[src/logic/rswc_map.svh]
// Offsets, field positions, reset values and timing figures of the reset,
// suspend and watchdog controller.
// Assumes one inclusion per compile unit; guarded against repeats.
`ifndef RSWC_MAP_SVH
`define RSWC_MAP_SVH

// =====================================================================
// I/O addresses
`define RSWC_A_WD_RESTART 8'h26
`define RSWC_A_PSC        8'hff

// =====================================================================
// Status and control field positions
`define RSWC_B_RUN   0
`define RSWC_B_RSVD  1
`define RSWC_B_GIE   2
`define RSWC_B_SUSP  3
`define RSWC_B_POR   4
`define RSWC_B_BUSRST 5
`define RSWC_B_WDR   6
`define RSWC_B_IRQ   7

// =====================================================================
// Register images
`define RSWC_PSC_RST 8'h11
`define RSWC_PSC_WDR 8'h41

// =====================================================================
// Clock rate and times
`define RSWC_CLK_KHZ     20000
`define RSWC_T_SEMI1_US  1000
`define RSWC_T_SEMI95_US 95000
`define RSWC_T_WDR_US    2000
`define RSWC_T_WATCH_US  8000
`define RSWC_T_RESUME_US 1000

`endif

[src/logic/rswc_pkg.sv]
// Types shared by the reset, suspend and watchdog controller.
// Assumes nothing of its surroundings.
package rswc_pkg;

    typedef enum logic [2:0] {
        ST_POR    = 3'b000,
        ST_SEMI1  = 3'b001,
        ST_SEMI95 = 3'b010,
        ST_RUN    = 3'b011,
        ST_WDRST  = 3'b100,
        ST_HALT   = 3'b101,
        ST_SUSP   = 3'b110,
        ST_WAKE   = 3'b111
    } rswc_state_e;

    typedef struct packed {
        logic watchdog_reset_event;
        logic busRst;
        logic por;
        logic gie;
        logic rsvd;
        logic run;
    } rswc_ctl_s;

    typedef struct packed {
        logic halt;
        logic ei;
        logic di;
        logic interrupt_return_instruction;
        logic ack;
        logic done;
    } rswc_cpu_s;

    typedef struct packed {
        logic osc;
        logic pll;
        logic timer;
    } rswc_pwr_s;

endpackage

[src/logic/rswc_ctrl.sv]
// Reset, start-up delay, watchdog and suspend sequencer with the
// processor status and control register.
// Assumes the core gives one-cycle instruction strobes on clk, and that
// porIn and oscStable come from analog pins outside this clock domain.
`timescale 1ns/100ps
`include "rswc_map.svh"

module rswc_ctrl #(
    parameter int NDOWN      = 4,
    parameter int SEMI1_US   = `RSWC_T_SEMI1_US,
    parameter int SEMI95_US  = `RSWC_T_SEMI95_US,
    parameter int WDR_US     = `RSWC_T_WDR_US,
    parameter int WATCH_US   = `RSWC_T_WATCH_US,
    parameter int RESUME_US  = `RSWC_T_RESUME_US,
    parameter int SEMI1_CYC  = SEMI1_US * `RSWC_CLK_KHZ / 1000,
    parameter int SEMI95_CYC = SEMI95_US * `RSWC_CLK_KHZ / 1000,
    parameter int WDR_CYC    = WDR_US * `RSWC_CLK_KHZ / 1000,
    parameter int WATCH_CYC  = (WATCH_US * `RSWC_CLK_KHZ + 999) / 1000,
    parameter int RESUME_CYC = RESUME_US * `RSWC_CLK_KHZ / 1000
) (
    // Clock and control
    input  wire logic                 clk,
    input  wire logic                 sys_rst,
    input  wire logic                 clkEn,
    // Analog pins
    input  wire logic                 porIn,
    input  wire logic                 oscStable,
    // USB and GPIO events
    input  wire logic                 busResetIn,
    input  wire logic                 upActivity,
    input  wire logic [NDOWN-1:0]     downActivity,
    input  wire logic                 gpioWake,
    input  wire logic                 busResetIntEn,
    input  wire logic                 irqPendingIn,
    // Core instruction strobes
    input  wire rswc_pkg::rswc_cpu_s  cpu,
    // I/O register port
    input  wire logic [7:0]           ioAddr,
    input  wire logic [7:0]           ioWrData,
    input  wire logic                 ioWr,
    input  wire logic                 ioRd,
    output logic      [7:0]           ioRdData,
    // Core and system control
    output logic                      cpuReset,
    output logic                      cpuRun,
    output logic                      fetchZero,
    output logic                      usbAddrClear,
    output logic                      irqHold,
    output logic                      busResetIrqReq,
    output rswc_pkg::rswc_pwr_s       pwr
);

    localparam int CW = 21;
    localparam int WW = 18;

    // =====================================================================
    // Pin synchronisers
    logic porS1Q;
    logic porS2Q;
    logic oscS1Q;
    logic oscS2Q;

    always_ff @(posedge clk) begin
        if (sys_rst) begin
            porS1Q <= 1'b1;
            porS2Q <= 1'b1;
            oscS1Q <= 1'b0;
            oscS2Q <= 1'b0;
        end else if (clkEn) begin
            porS1Q <= porIn;
            porS2Q <= porS1Q;
            oscS1Q <= oscStable;
            oscS2Q <= oscS1Q;
        end
    end

    // =====================================================================
    // Sequencer, watchdog and status register
    rswc_pkg::rswc_state_e stateQ, stateD;
    rswc_pkg::rswc_ctl_s   ctlQ, ctlD;
    logic [CW-1:0]         cntQ, cntD;
    logic [WW-1:0]         wdQ, wdD;
    logic                  holdQ, holdD;
    logic                  fetchQ, fetchD;
    logic [7:0]            rdQ, rdD;
    logic                  pscWr;
    logic                  wdWr;
    logic                  wdRun;
    logic                  wdRoll;
    logic                  anyAct;
    logic                  inReset;
    logic [7:0]            pscImg;

    localparam logic [7:0] RSTV = `RSWC_PSC_RST;
    localparam logic [7:0] WDRV = `RSWC_PSC_WDR;

    function automatic logic hit(input logic [CW-1:0] c, input int n);
        hit = (c == CW'(n - 1));
    endfunction

    assign pscWr  = ioWr && (ioAddr == `RSWC_A_PSC);
    assign wdWr   = ioWr && (ioAddr == `RSWC_A_WD_RESTART);
    assign anyAct = upActivity || (|downActivity);
    // Watchdog stops while suspended and during its own reset
    assign wdRun  = (stateQ == rswc_pkg::ST_SEMI1) || (stateQ == rswc_pkg::ST_SEMI95)
                 || (stateQ == rswc_pkg::ST_RUN) || (stateQ == rswc_pkg::ST_HALT);
    assign wdRoll = wdRun && (wdQ == WW'(WATCH_CYC - 1));

    always_comb begin
        pscImg = {irqPendingIn, ctlQ.watchdog_reset_event, ctlQ.busRst, ctlQ.por,
                  (stateQ == rswc_pkg::ST_SUSP), ctlQ.gie, ctlQ.rsvd, ctlQ.run};
    end

    always_comb begin
        stateD = stateQ;
        ctlD   = ctlQ;
        cntD   = cntQ + CW'(1);
        wdD    = wdQ;
        holdD  = holdQ;
        rdD    = 8'h00;
        if (ioRd && ioAddr == `RSWC_A_PSC) begin
            rdD = pscImg;
        end
        if (wdWr) begin
            wdD = '0;
        end else if (wdRun) begin
            wdD = wdQ + WW'(1);
        end
        if (porS2Q) begin
            stateD = rswc_pkg::ST_POR;
            ctlD   = '{RSTV[6], RSTV[5], RSTV[4], RSTV[2], RSTV[1], RSTV[0]};
            cntD   = '0;
            wdD    = '0;
            holdD  = 1'b0;
        end else if (wdRoll) begin
            stateD = rswc_pkg::ST_WDRST;
            ctlD   = '{WDRV[6], WDRV[5], ctlQ.por, WDRV[2], WDRV[1], WDRV[0]};
            cntD   = '0;
            wdD    = '0;
            holdD  = 1'b0;
        end else begin
            unique case (stateQ)
                rswc_pkg::ST_POR: begin
                    cntD = '0;
                    if (oscS2Q) begin
                        stateD = rswc_pkg::ST_SEMI1;
                    end
                end
                rswc_pkg::ST_SEMI1: begin
                    if (hit(cntQ, SEMI1_CYC)) begin
                        stateD = rswc_pkg::ST_SEMI95;
                        cntD   = '0;
                    end
                end
                rswc_pkg::ST_SEMI95: begin
                    if (busResetIn || hit(cntQ, SEMI95_CYC)) begin
                        stateD = rswc_pkg::ST_RUN;
                    end
                end
                rswc_pkg::ST_WDRST: begin
                    if (hit(cntQ, WDR_CYC)) begin
                        stateD = rswc_pkg::ST_RUN;
                    end
                end
                rswc_pkg::ST_RUN: begin
                    if (cpu.done) begin
                        holdD = 1'b0;
                    end
                    if (cpu.ei || cpu.interrupt_return_instruction) begin
                        ctlD.gie = 1'b1;
                    end else if (cpu.di || cpu.ack) begin
                        ctlD.gie = 1'b0;
                    end
                    if (cpu.halt) begin
                        stateD = rswc_pkg::ST_HALT;
                        ctlD   = '0;
                    end else if (pscWr) begin
                        ctlD.watchdog_reset_event    = ioWrData[`RSWC_B_WDR];
                        ctlD.busRst = ioWrData[`RSWC_B_BUSRST];
                        ctlD.por    = ioWrData[`RSWC_B_POR];
                        ctlD.rsvd   = ioWrData[`RSWC_B_RSVD];
                        ctlD.run    = ioWrData[`RSWC_B_RUN];
                        if (ioWrData[`RSWC_B_SUSP] && !anyAct) begin
                            stateD = rswc_pkg::ST_SUSP;
                        end
                    end
                end
                rswc_pkg::ST_HALT: begin
                    cntD = '0;
                end
                rswc_pkg::ST_SUSP: begin
                    cntD = '0;
                    if (gpioWake || anyAct) begin
                        stateD = ctlQ.run ? rswc_pkg::ST_WAKE : rswc_pkg::ST_HALT;
                    end
                end
                rswc_pkg::ST_WAKE: begin
                    if (!oscS2Q) begin
                        cntD = '0;
                    end else if (hit(cntQ, RESUME_CYC)) begin
                        stateD = rswc_pkg::ST_RUN;
                        holdD  = 1'b1;
                    end
                end
            endcase
            if (busResetIn) begin
                ctlD.busRst = 1'b1;
            end
        end
        if (stateD != stateQ) begin
            cntD = '0;
        end
    end

    assign inReset = (stateQ == rswc_pkg::ST_POR) || (stateQ == rswc_pkg::ST_SEMI1)
                  || (stateQ == rswc_pkg::ST_SEMI95) || (stateQ == rswc_pkg::ST_WDRST);
    assign fetchD  = inReset && (stateD == rswc_pkg::ST_RUN);

    always_ff @(posedge clk) begin
        if (sys_rst) begin
            stateQ <= rswc_pkg::ST_POR;
            ctlQ   <= '{1'b0, 1'b0, 1'b1, 1'b0, 1'b0, 1'b1};
            cntQ   <= '0;
            wdQ    <= '0;
            holdQ  <= 1'b0;
            fetchQ <= 1'b0;
            rdQ    <= 8'h00;
        end else if (clkEn) begin
            stateQ <= stateD;
            ctlQ   <= ctlD;
            cntQ   <= cntD;
            wdQ    <= wdD;
            holdQ  <= holdD;
            fetchQ <= fetchD;
            rdQ    <= rdD;
        end
    end

    // =====================================================================
    // Outputs
    assign ioRdData       = rdQ;
    assign fetchZero      = fetchQ;
    assign irqHold        = holdQ;
    assign cpuReset       = inReset;
    assign cpuRun         = (stateQ == rswc_pkg::ST_RUN) && ctlQ.run;
    assign usbAddrClear   = (stateQ == rswc_pkg::ST_POR) || (stateQ == rswc_pkg::ST_WDRST);
    assign busResetIrqReq = ctlQ.busRst && busResetIntEn && ctlQ.gie && cpuRun && !holdQ;
    assign pwr.osc        = (stateQ != rswc_pkg::ST_SUSP);
    assign pwr.pll        = (stateQ != rswc_pkg::ST_SUSP);
    assign pwr.timer      = (stateQ != rswc_pkg::ST_SUSP);
endmodule

[config.mk]
export PLATFORM = sky130hd
export DESIGN_NAME = rswc_ctrl
export DESIGN_NICKNAME = d
export VERILOG_FILES = /design/src/logic/rswc_pkg.sv /design/src/logic/rswc_ctrl.sv
export VERILOG_INCLUDE_DIRS = /design/src /design/src/logic
export SDC_FILE = /design/constraint.sdc
export NUM_CORES = 1
export LEC_CHECK = 0
export BUFFER_PORTS_ARGS = -buffer_cell sky130_fd_sc_hd__buf_2
export CAP_MARGIN = 20
export CORE_MARGIN = 2
export CORE_UTILIZATION = 45
export DETAILED_ROUTE_END_ITERATION = 6
export PLACE_DENSITY = 0.68
export SYNTH_ARGS = -nofsm -noshare
export SYNTH_HDL_FRONTEND = slang
export SYNTH_SLANG_ARGS = --single-unit
[constraint.sdc]
create_clock -name clk -period 2.47 [get_ports clk]
set_clock_uncertainty 0.15 [all_clocks]
set_input_delay 0 -clock clk [delete_from_list [all_inputs] [get_ports clk]]
set_output_delay 0 -clock clk [all_outputs]
set_load 0.01 [all_outputs]
# == Yosys cells after proc, flatten, opt, wreduce, memory -nomap -nowiden ==
# Index checks and enable logic that the tools add are counted.
# classes
add_sub_neg,2
n_eq_ne,20
mux,42
n_reduce_logical,43
# op_table
op,count
two-way mux 21 bit,5
two-way mux 18 bit,4
one-hot mux 21 bit (3 select lines),1
two-way mux 3 bit,14
"adder 21 x 1 -> 21 bit, second input constant",1
"equality test 21 x 15 -> 1 bit, second input constant",1
"equality test 21 x 16 -> 1 bit, second input constant",1
"equality test 21 bit, second input constant",1
one-hot mux 3 bit (7 select lines),1
"adder 18 x 1 -> 18 bit, second input constant",1
"equality test 18 bit, second input constant",1
two-way mux 6 bit,3
nonzero test 4 bit,4
"equality test 3 bit, second input constant",4
logical OR 1 bit,12
"inequality test 4 bit, second input constant",3
logical AND 1 bit,11
nonzero test 5 bit,2
"equality test 3 x 2 -> 1 bit, second input constant",3
two-way mux 1 bit,9
AND reduction 3 bit,3
"equality test 8 x 6 -> 1 bit, second input constant",1
"equality test 8 bit, second input constant",1
two-way mux 8 bit,1
other kinds (15),19
# word_totals
reg_bits,62
out_inout_bits,17
wordCells,123

# == Longest topological paths before layout ==
# depth
ltp_word,12
depth_mapped,9
depth_no_buf,8

# == Least setup slack after synthesis ==
# No wires, ideal clock.
# synth_timing
path_type,reg-to-reg
startpoint,register cntQ[0]
endpoint,register cntQ[14]
setup_time_ns,0.074
arrival_time_ns,2.081
path_slack_ns,0.165
path_stages_with_launch,10
path_buffers,1
synth_period_minus_slack_ns,2.305
path_cell_list,dfxtp_1 > ha_1 > and4_1 > and2_4 > a41o_1 > a2111o_1 > nor2_4 > buf_6 > nand3_1 > a31oi_1
# synth_via
elab_chain_len,8
# synth_lines
item,line,source
from (decl),rswc_ctrl.sv:81,"logic [CW-1:0] cntQ, cntD;"
from (signal assigned),rswc_ctrl.sv:231,cntQ <= cntD;
branches (longest 7 deep; another with adder 21 x 1 -> 21 bit),-,
two-way mux 21 bit (*),rswc_ctrl.sv:210,if (stateD != stateQ) begin
# Mark *: on every way between the ends.
# A chain may end at the register's enable or synchronous reset.

# == Worst setup path in the final report ==
# layout_timing
startpoint,register wdQ[9]
endpoint,register cntQ[12]
# layout_via
elab_chain_len,6
# layout_lines
item,line,source
from (decl),rswc_ctrl.sv:82,"logic [WW-1:0] wdQ, wdD;"
from (signal assigned),rswc_ctrl.sv:232,wdQ <= wdD;
equality test 18 bit (*),rswc_ctrl.sv:107,assign wdRoll = wdRun && (wdQ == WW'(WATCH_CYC - 1));
logical AND 1 bit (*),rswc_ctrl.sv:107,
two-way mux 3 bit,rswc_ctrl.sv:135,end else if (wdRoll) begin
two-way mux 3 bit,rswc_ctrl.sv:129,if (porS2Q) begin
inequality test 3 bit,rswc_ctrl.sv:210,
two-way mux 21 bit (*),rswc_ctrl.sv:210,
# Mark *: on every way between the ends. The rest lies on a longest branch, timed or not.

==> metrics.txt <==
status=complete, but fails checks; failing checks=negative setup slack; Worst setup EP type=flip-flop; vias=3,774; Core Util, Final=60.6%; Nets=599; # H-tree levels=3; total wire length=10.1 mm; Tmin final=2480 ps; Slew Viols, Final=0; Hold Path Class=primary input to flip-flop; drc violations=0; CP Launch Type=flip-flop; routed vias/inst=5.67; Overflow after GRT=0; Peak VDD IR=0.000319 V; Slew headroom=56.2%; Post-synth EDFFs=0; Tot GR Track Use=23.0%; Initial Util=46.1%; pin count of the biggest net entering global routing=42; Max-Cap Viols=0; clk buf depth=2; Async SR Flop Fraction=0%; CP max FO=12; Antenna Cells=0; R2R Setup Slk=-10 ps; Routed wire per std cell=15.1 µm; reg2reg end=cntQ[12]$_SDFFE_PP0P_; Arrival @ worst endpoint=2600 ps; Worst Min Path Start=ioRd; Fin. Hold Viols=0; Detailed Route Iter0 Violations=189; hold path cells=6; antenna violations before repair=0; final period utilization=101%; syn_nets=504; Sink Count=62; cell with the most instances after synthesis=dfxtp_1; synth unique cells=57; Synth warnings=0; Die ar.=8570 µm²; synthesized cell area=3530 µm²; ys flop type=dfxtp_1; R2R cell count=8; DIE WIDTH=92.6 µm; # IOs=55; Leak=1.79 nW; share of cells above drive strength 1=23.6%; critical path class=flip-flop to flip-flop; total core area=7650 µm²; Placer Congestion=0.928; Antenna Nets Post-Route=0; PortBufs=52; setup ws final=-13.9 ps; Synth Area per Inst=7.60 µm²; pin slew with the least headroom to its limit=655 ps; Area after DPL=4070 µm²; Crit Reg-Reg Startpoint=wdQ[9]$_SDFFE_PP0P_; CTS root buf=clkbuf_8; Detailed Routing Iterations Pass 1=4; largest area contributor in the netlist=dfxtp_1; CTS Buf Count=9; Post-DP HPWL=6.68 mm; Layout area overhead=31.2%; RSZ-0062 raised after global routing=true; fin area=4630 µm²; # rows=32; clock-pin slew of the registers on the worst-case setup and hold paths=80 ps; Gate Count Post-Synth=464; Fmax=403 MHz; die height=92.6 µm; share of the synthesized area in the top cell type=35.2%; Min-Delay Endpoint=ioRdData[3]$_SDFFE_PP0P_; CTS tree=done; Pwr Density=477 nW/µm²; sequential area share after synthesis=35.2%; worst skew pair latency=350 ps; WP data required=2590 ps; commonest cells in the synthesized netlist=62 x dfxtp_1, 58 x nand2_1, 55 x nor2_1, 30 x nand3_1, 22 x a21oi_1; final setup vio count=2; vias in the first global route=3,447; first-pass GRT wire length=15.9 mm; top area cells in the synthesized netlist=dfxtp_1 35%, nand2_1 6.2%, nor2_1 5.9%; synthesized flop and latch total=62
cells by family (layout without fill, tap and decap cells):
kind of cell / Yosys count / after routing / synth area share [%]
xor gates and xnor gates: 15 / 15 / 3.72
buffers and inverters: 36 / 136 / 4.72
and+or+nand+nor: 247 / 247 / 36.0
adders and majority gates: 2 / 2 / 0.709
AOI/OAI and AO/OA: 97 / 97 / 18.2
muxes: 5 / 5 / 1.42
DFF: 62 / 62 / 35.2
per-stage QoR:
step | std cells | hold slack (ps) | power (W) | setup TNS, ps | setup WS, ps
finish | 666 | 21.8 | 0.00221 | -25.4 | -13.9
global route | 666 | 51.3 | 0.00228 | -1130 | -108
CTS | 662 | 15.5 | 0.00222 | 0 | 10.5
detailed placement | 629 | 92.8 | 0.00118 | 0 | 47.9
global placement | 629 | 85.0 | 0.00118 | 0 | 90.5
floorplan | 464 | -21.6 | 0.00111 | 0 | 165
report_power, final:
part           leakage [nW]  internal [W]  switching (W)  total, W
Combinational          1.18     0.0000782      0.0000886  0.000167
Sequential            0.503       0.00101      0.0000105   0.00102
Clock                 0.108      0.000592       0.000430   0.00102
flip-flops by register name (all words and copies together), names as in the netlist:
register / cells
ioRdData: 8
wdQ: 18
oscS1Q: 1
ctlQ: 6
irqHold: 1
stateQ: 3
cntQ: 21
oscS2Q: 1
porS2Q: 1
fetchZero: 1
porS1Q: 1
cell usage in the layout, fill, tap and decap left out, types with 3 or more instances in the layout:
master         count
inv_1             10
and4_1             3
a21oi_1           22
nand3_1           26
nand3_2            4
dfxtp_2            4
nand2_1           57
nor4_1             9
a31oi_1            7
buf_2             52
and2_1             9
nand2b_1           3
o21a_1             3
dfxtp_1           58
o21ai_0           20
a22oi_1            8
nor3_1            13
xor2_1            10
xnor2_1            5
nand4_1           15
nor3b_1            5
a211oi_1           4
or4_1              5
mux2i_1            5
buf_4             37
nor2_1            54
and3_1            10
a22o_1             3
clkbuf_8          10
o211ai_1           3
nand3b_1           4
dlygate4sd3_1     17
a221oi_1           3
or3_1              8
nor2b_1            5
o21ai_1            6
worst max-delay path by stage:
stage	to	cells after the start	startpoint
2_1_floorplan	cntQ[14]$_SDFFE_PP0P_	9	cntQ[0]$_SDFFE_PP0P_
3_3_place_gp	cntQ[18]$_SDFFE_PP0P_	9	wdQ[1]$_SDFFE_PP0P_
3_5_place_dp	cntQ[20]$_SDFFE_PP0P_	9	cntQ[0]$_SDFFE_PP0P_
4_1_cts	cntQ[18]$_SDFFE_PP0P_	9	cntQ[0]$_SDFFE_PP0P_
5_1_grt	cntQ[12]$_SDFFE_PP0P_	9	wdQ[1]$_SDFFE_PP0P_
6_report	cntQ[12]$_SDFFE_PP0P_	8	wdQ[9]$_SDFFE_PP0P_
timing repair:
item | 4_1_cts | 5_1_grt
setup endpoints to repair | 0 | 27
buffers inserted | 0 | 2
gates resized for setup | 0 | 24
hold buffers | 17 | 0
hold endpoints to repair | 12 | 0
worst max-delay path, cell delays in order, from the launching register on:
cell and delay, ps:
dfxtp_1 350, nor3_1 330, o21a_1 260, a31oi_4 110
a2111o_1 520, nor2_4 270, clkbuf_16 210, o21ai_1 60
a21oi_1 140
layout make-up:
type | instances | area, µm²
clock inverter | 6 | 85.1
tap | 102 | 128
timing repair buffer | 109 | 778
clock buffer | 10 | 138
multi-input combinational | 366 | 2210
sequential | 62 | 1250
fill | 685 | 3020
inverter | 11 | 41.3
metal layers:
metal | vias to the layer above | routed length, µm | global-route usage [%]
li1 | 1885 | - | -
met4 | 0 | 123 | 7.71
met5 | - | 0 | 0
met3 | 9 | 524 | 4.88
met2 | 102 | 4910 | 38.6
met1 | 1778 | 4510 | 29.5
Note: power is estimated with default switching activity, not from simulation.
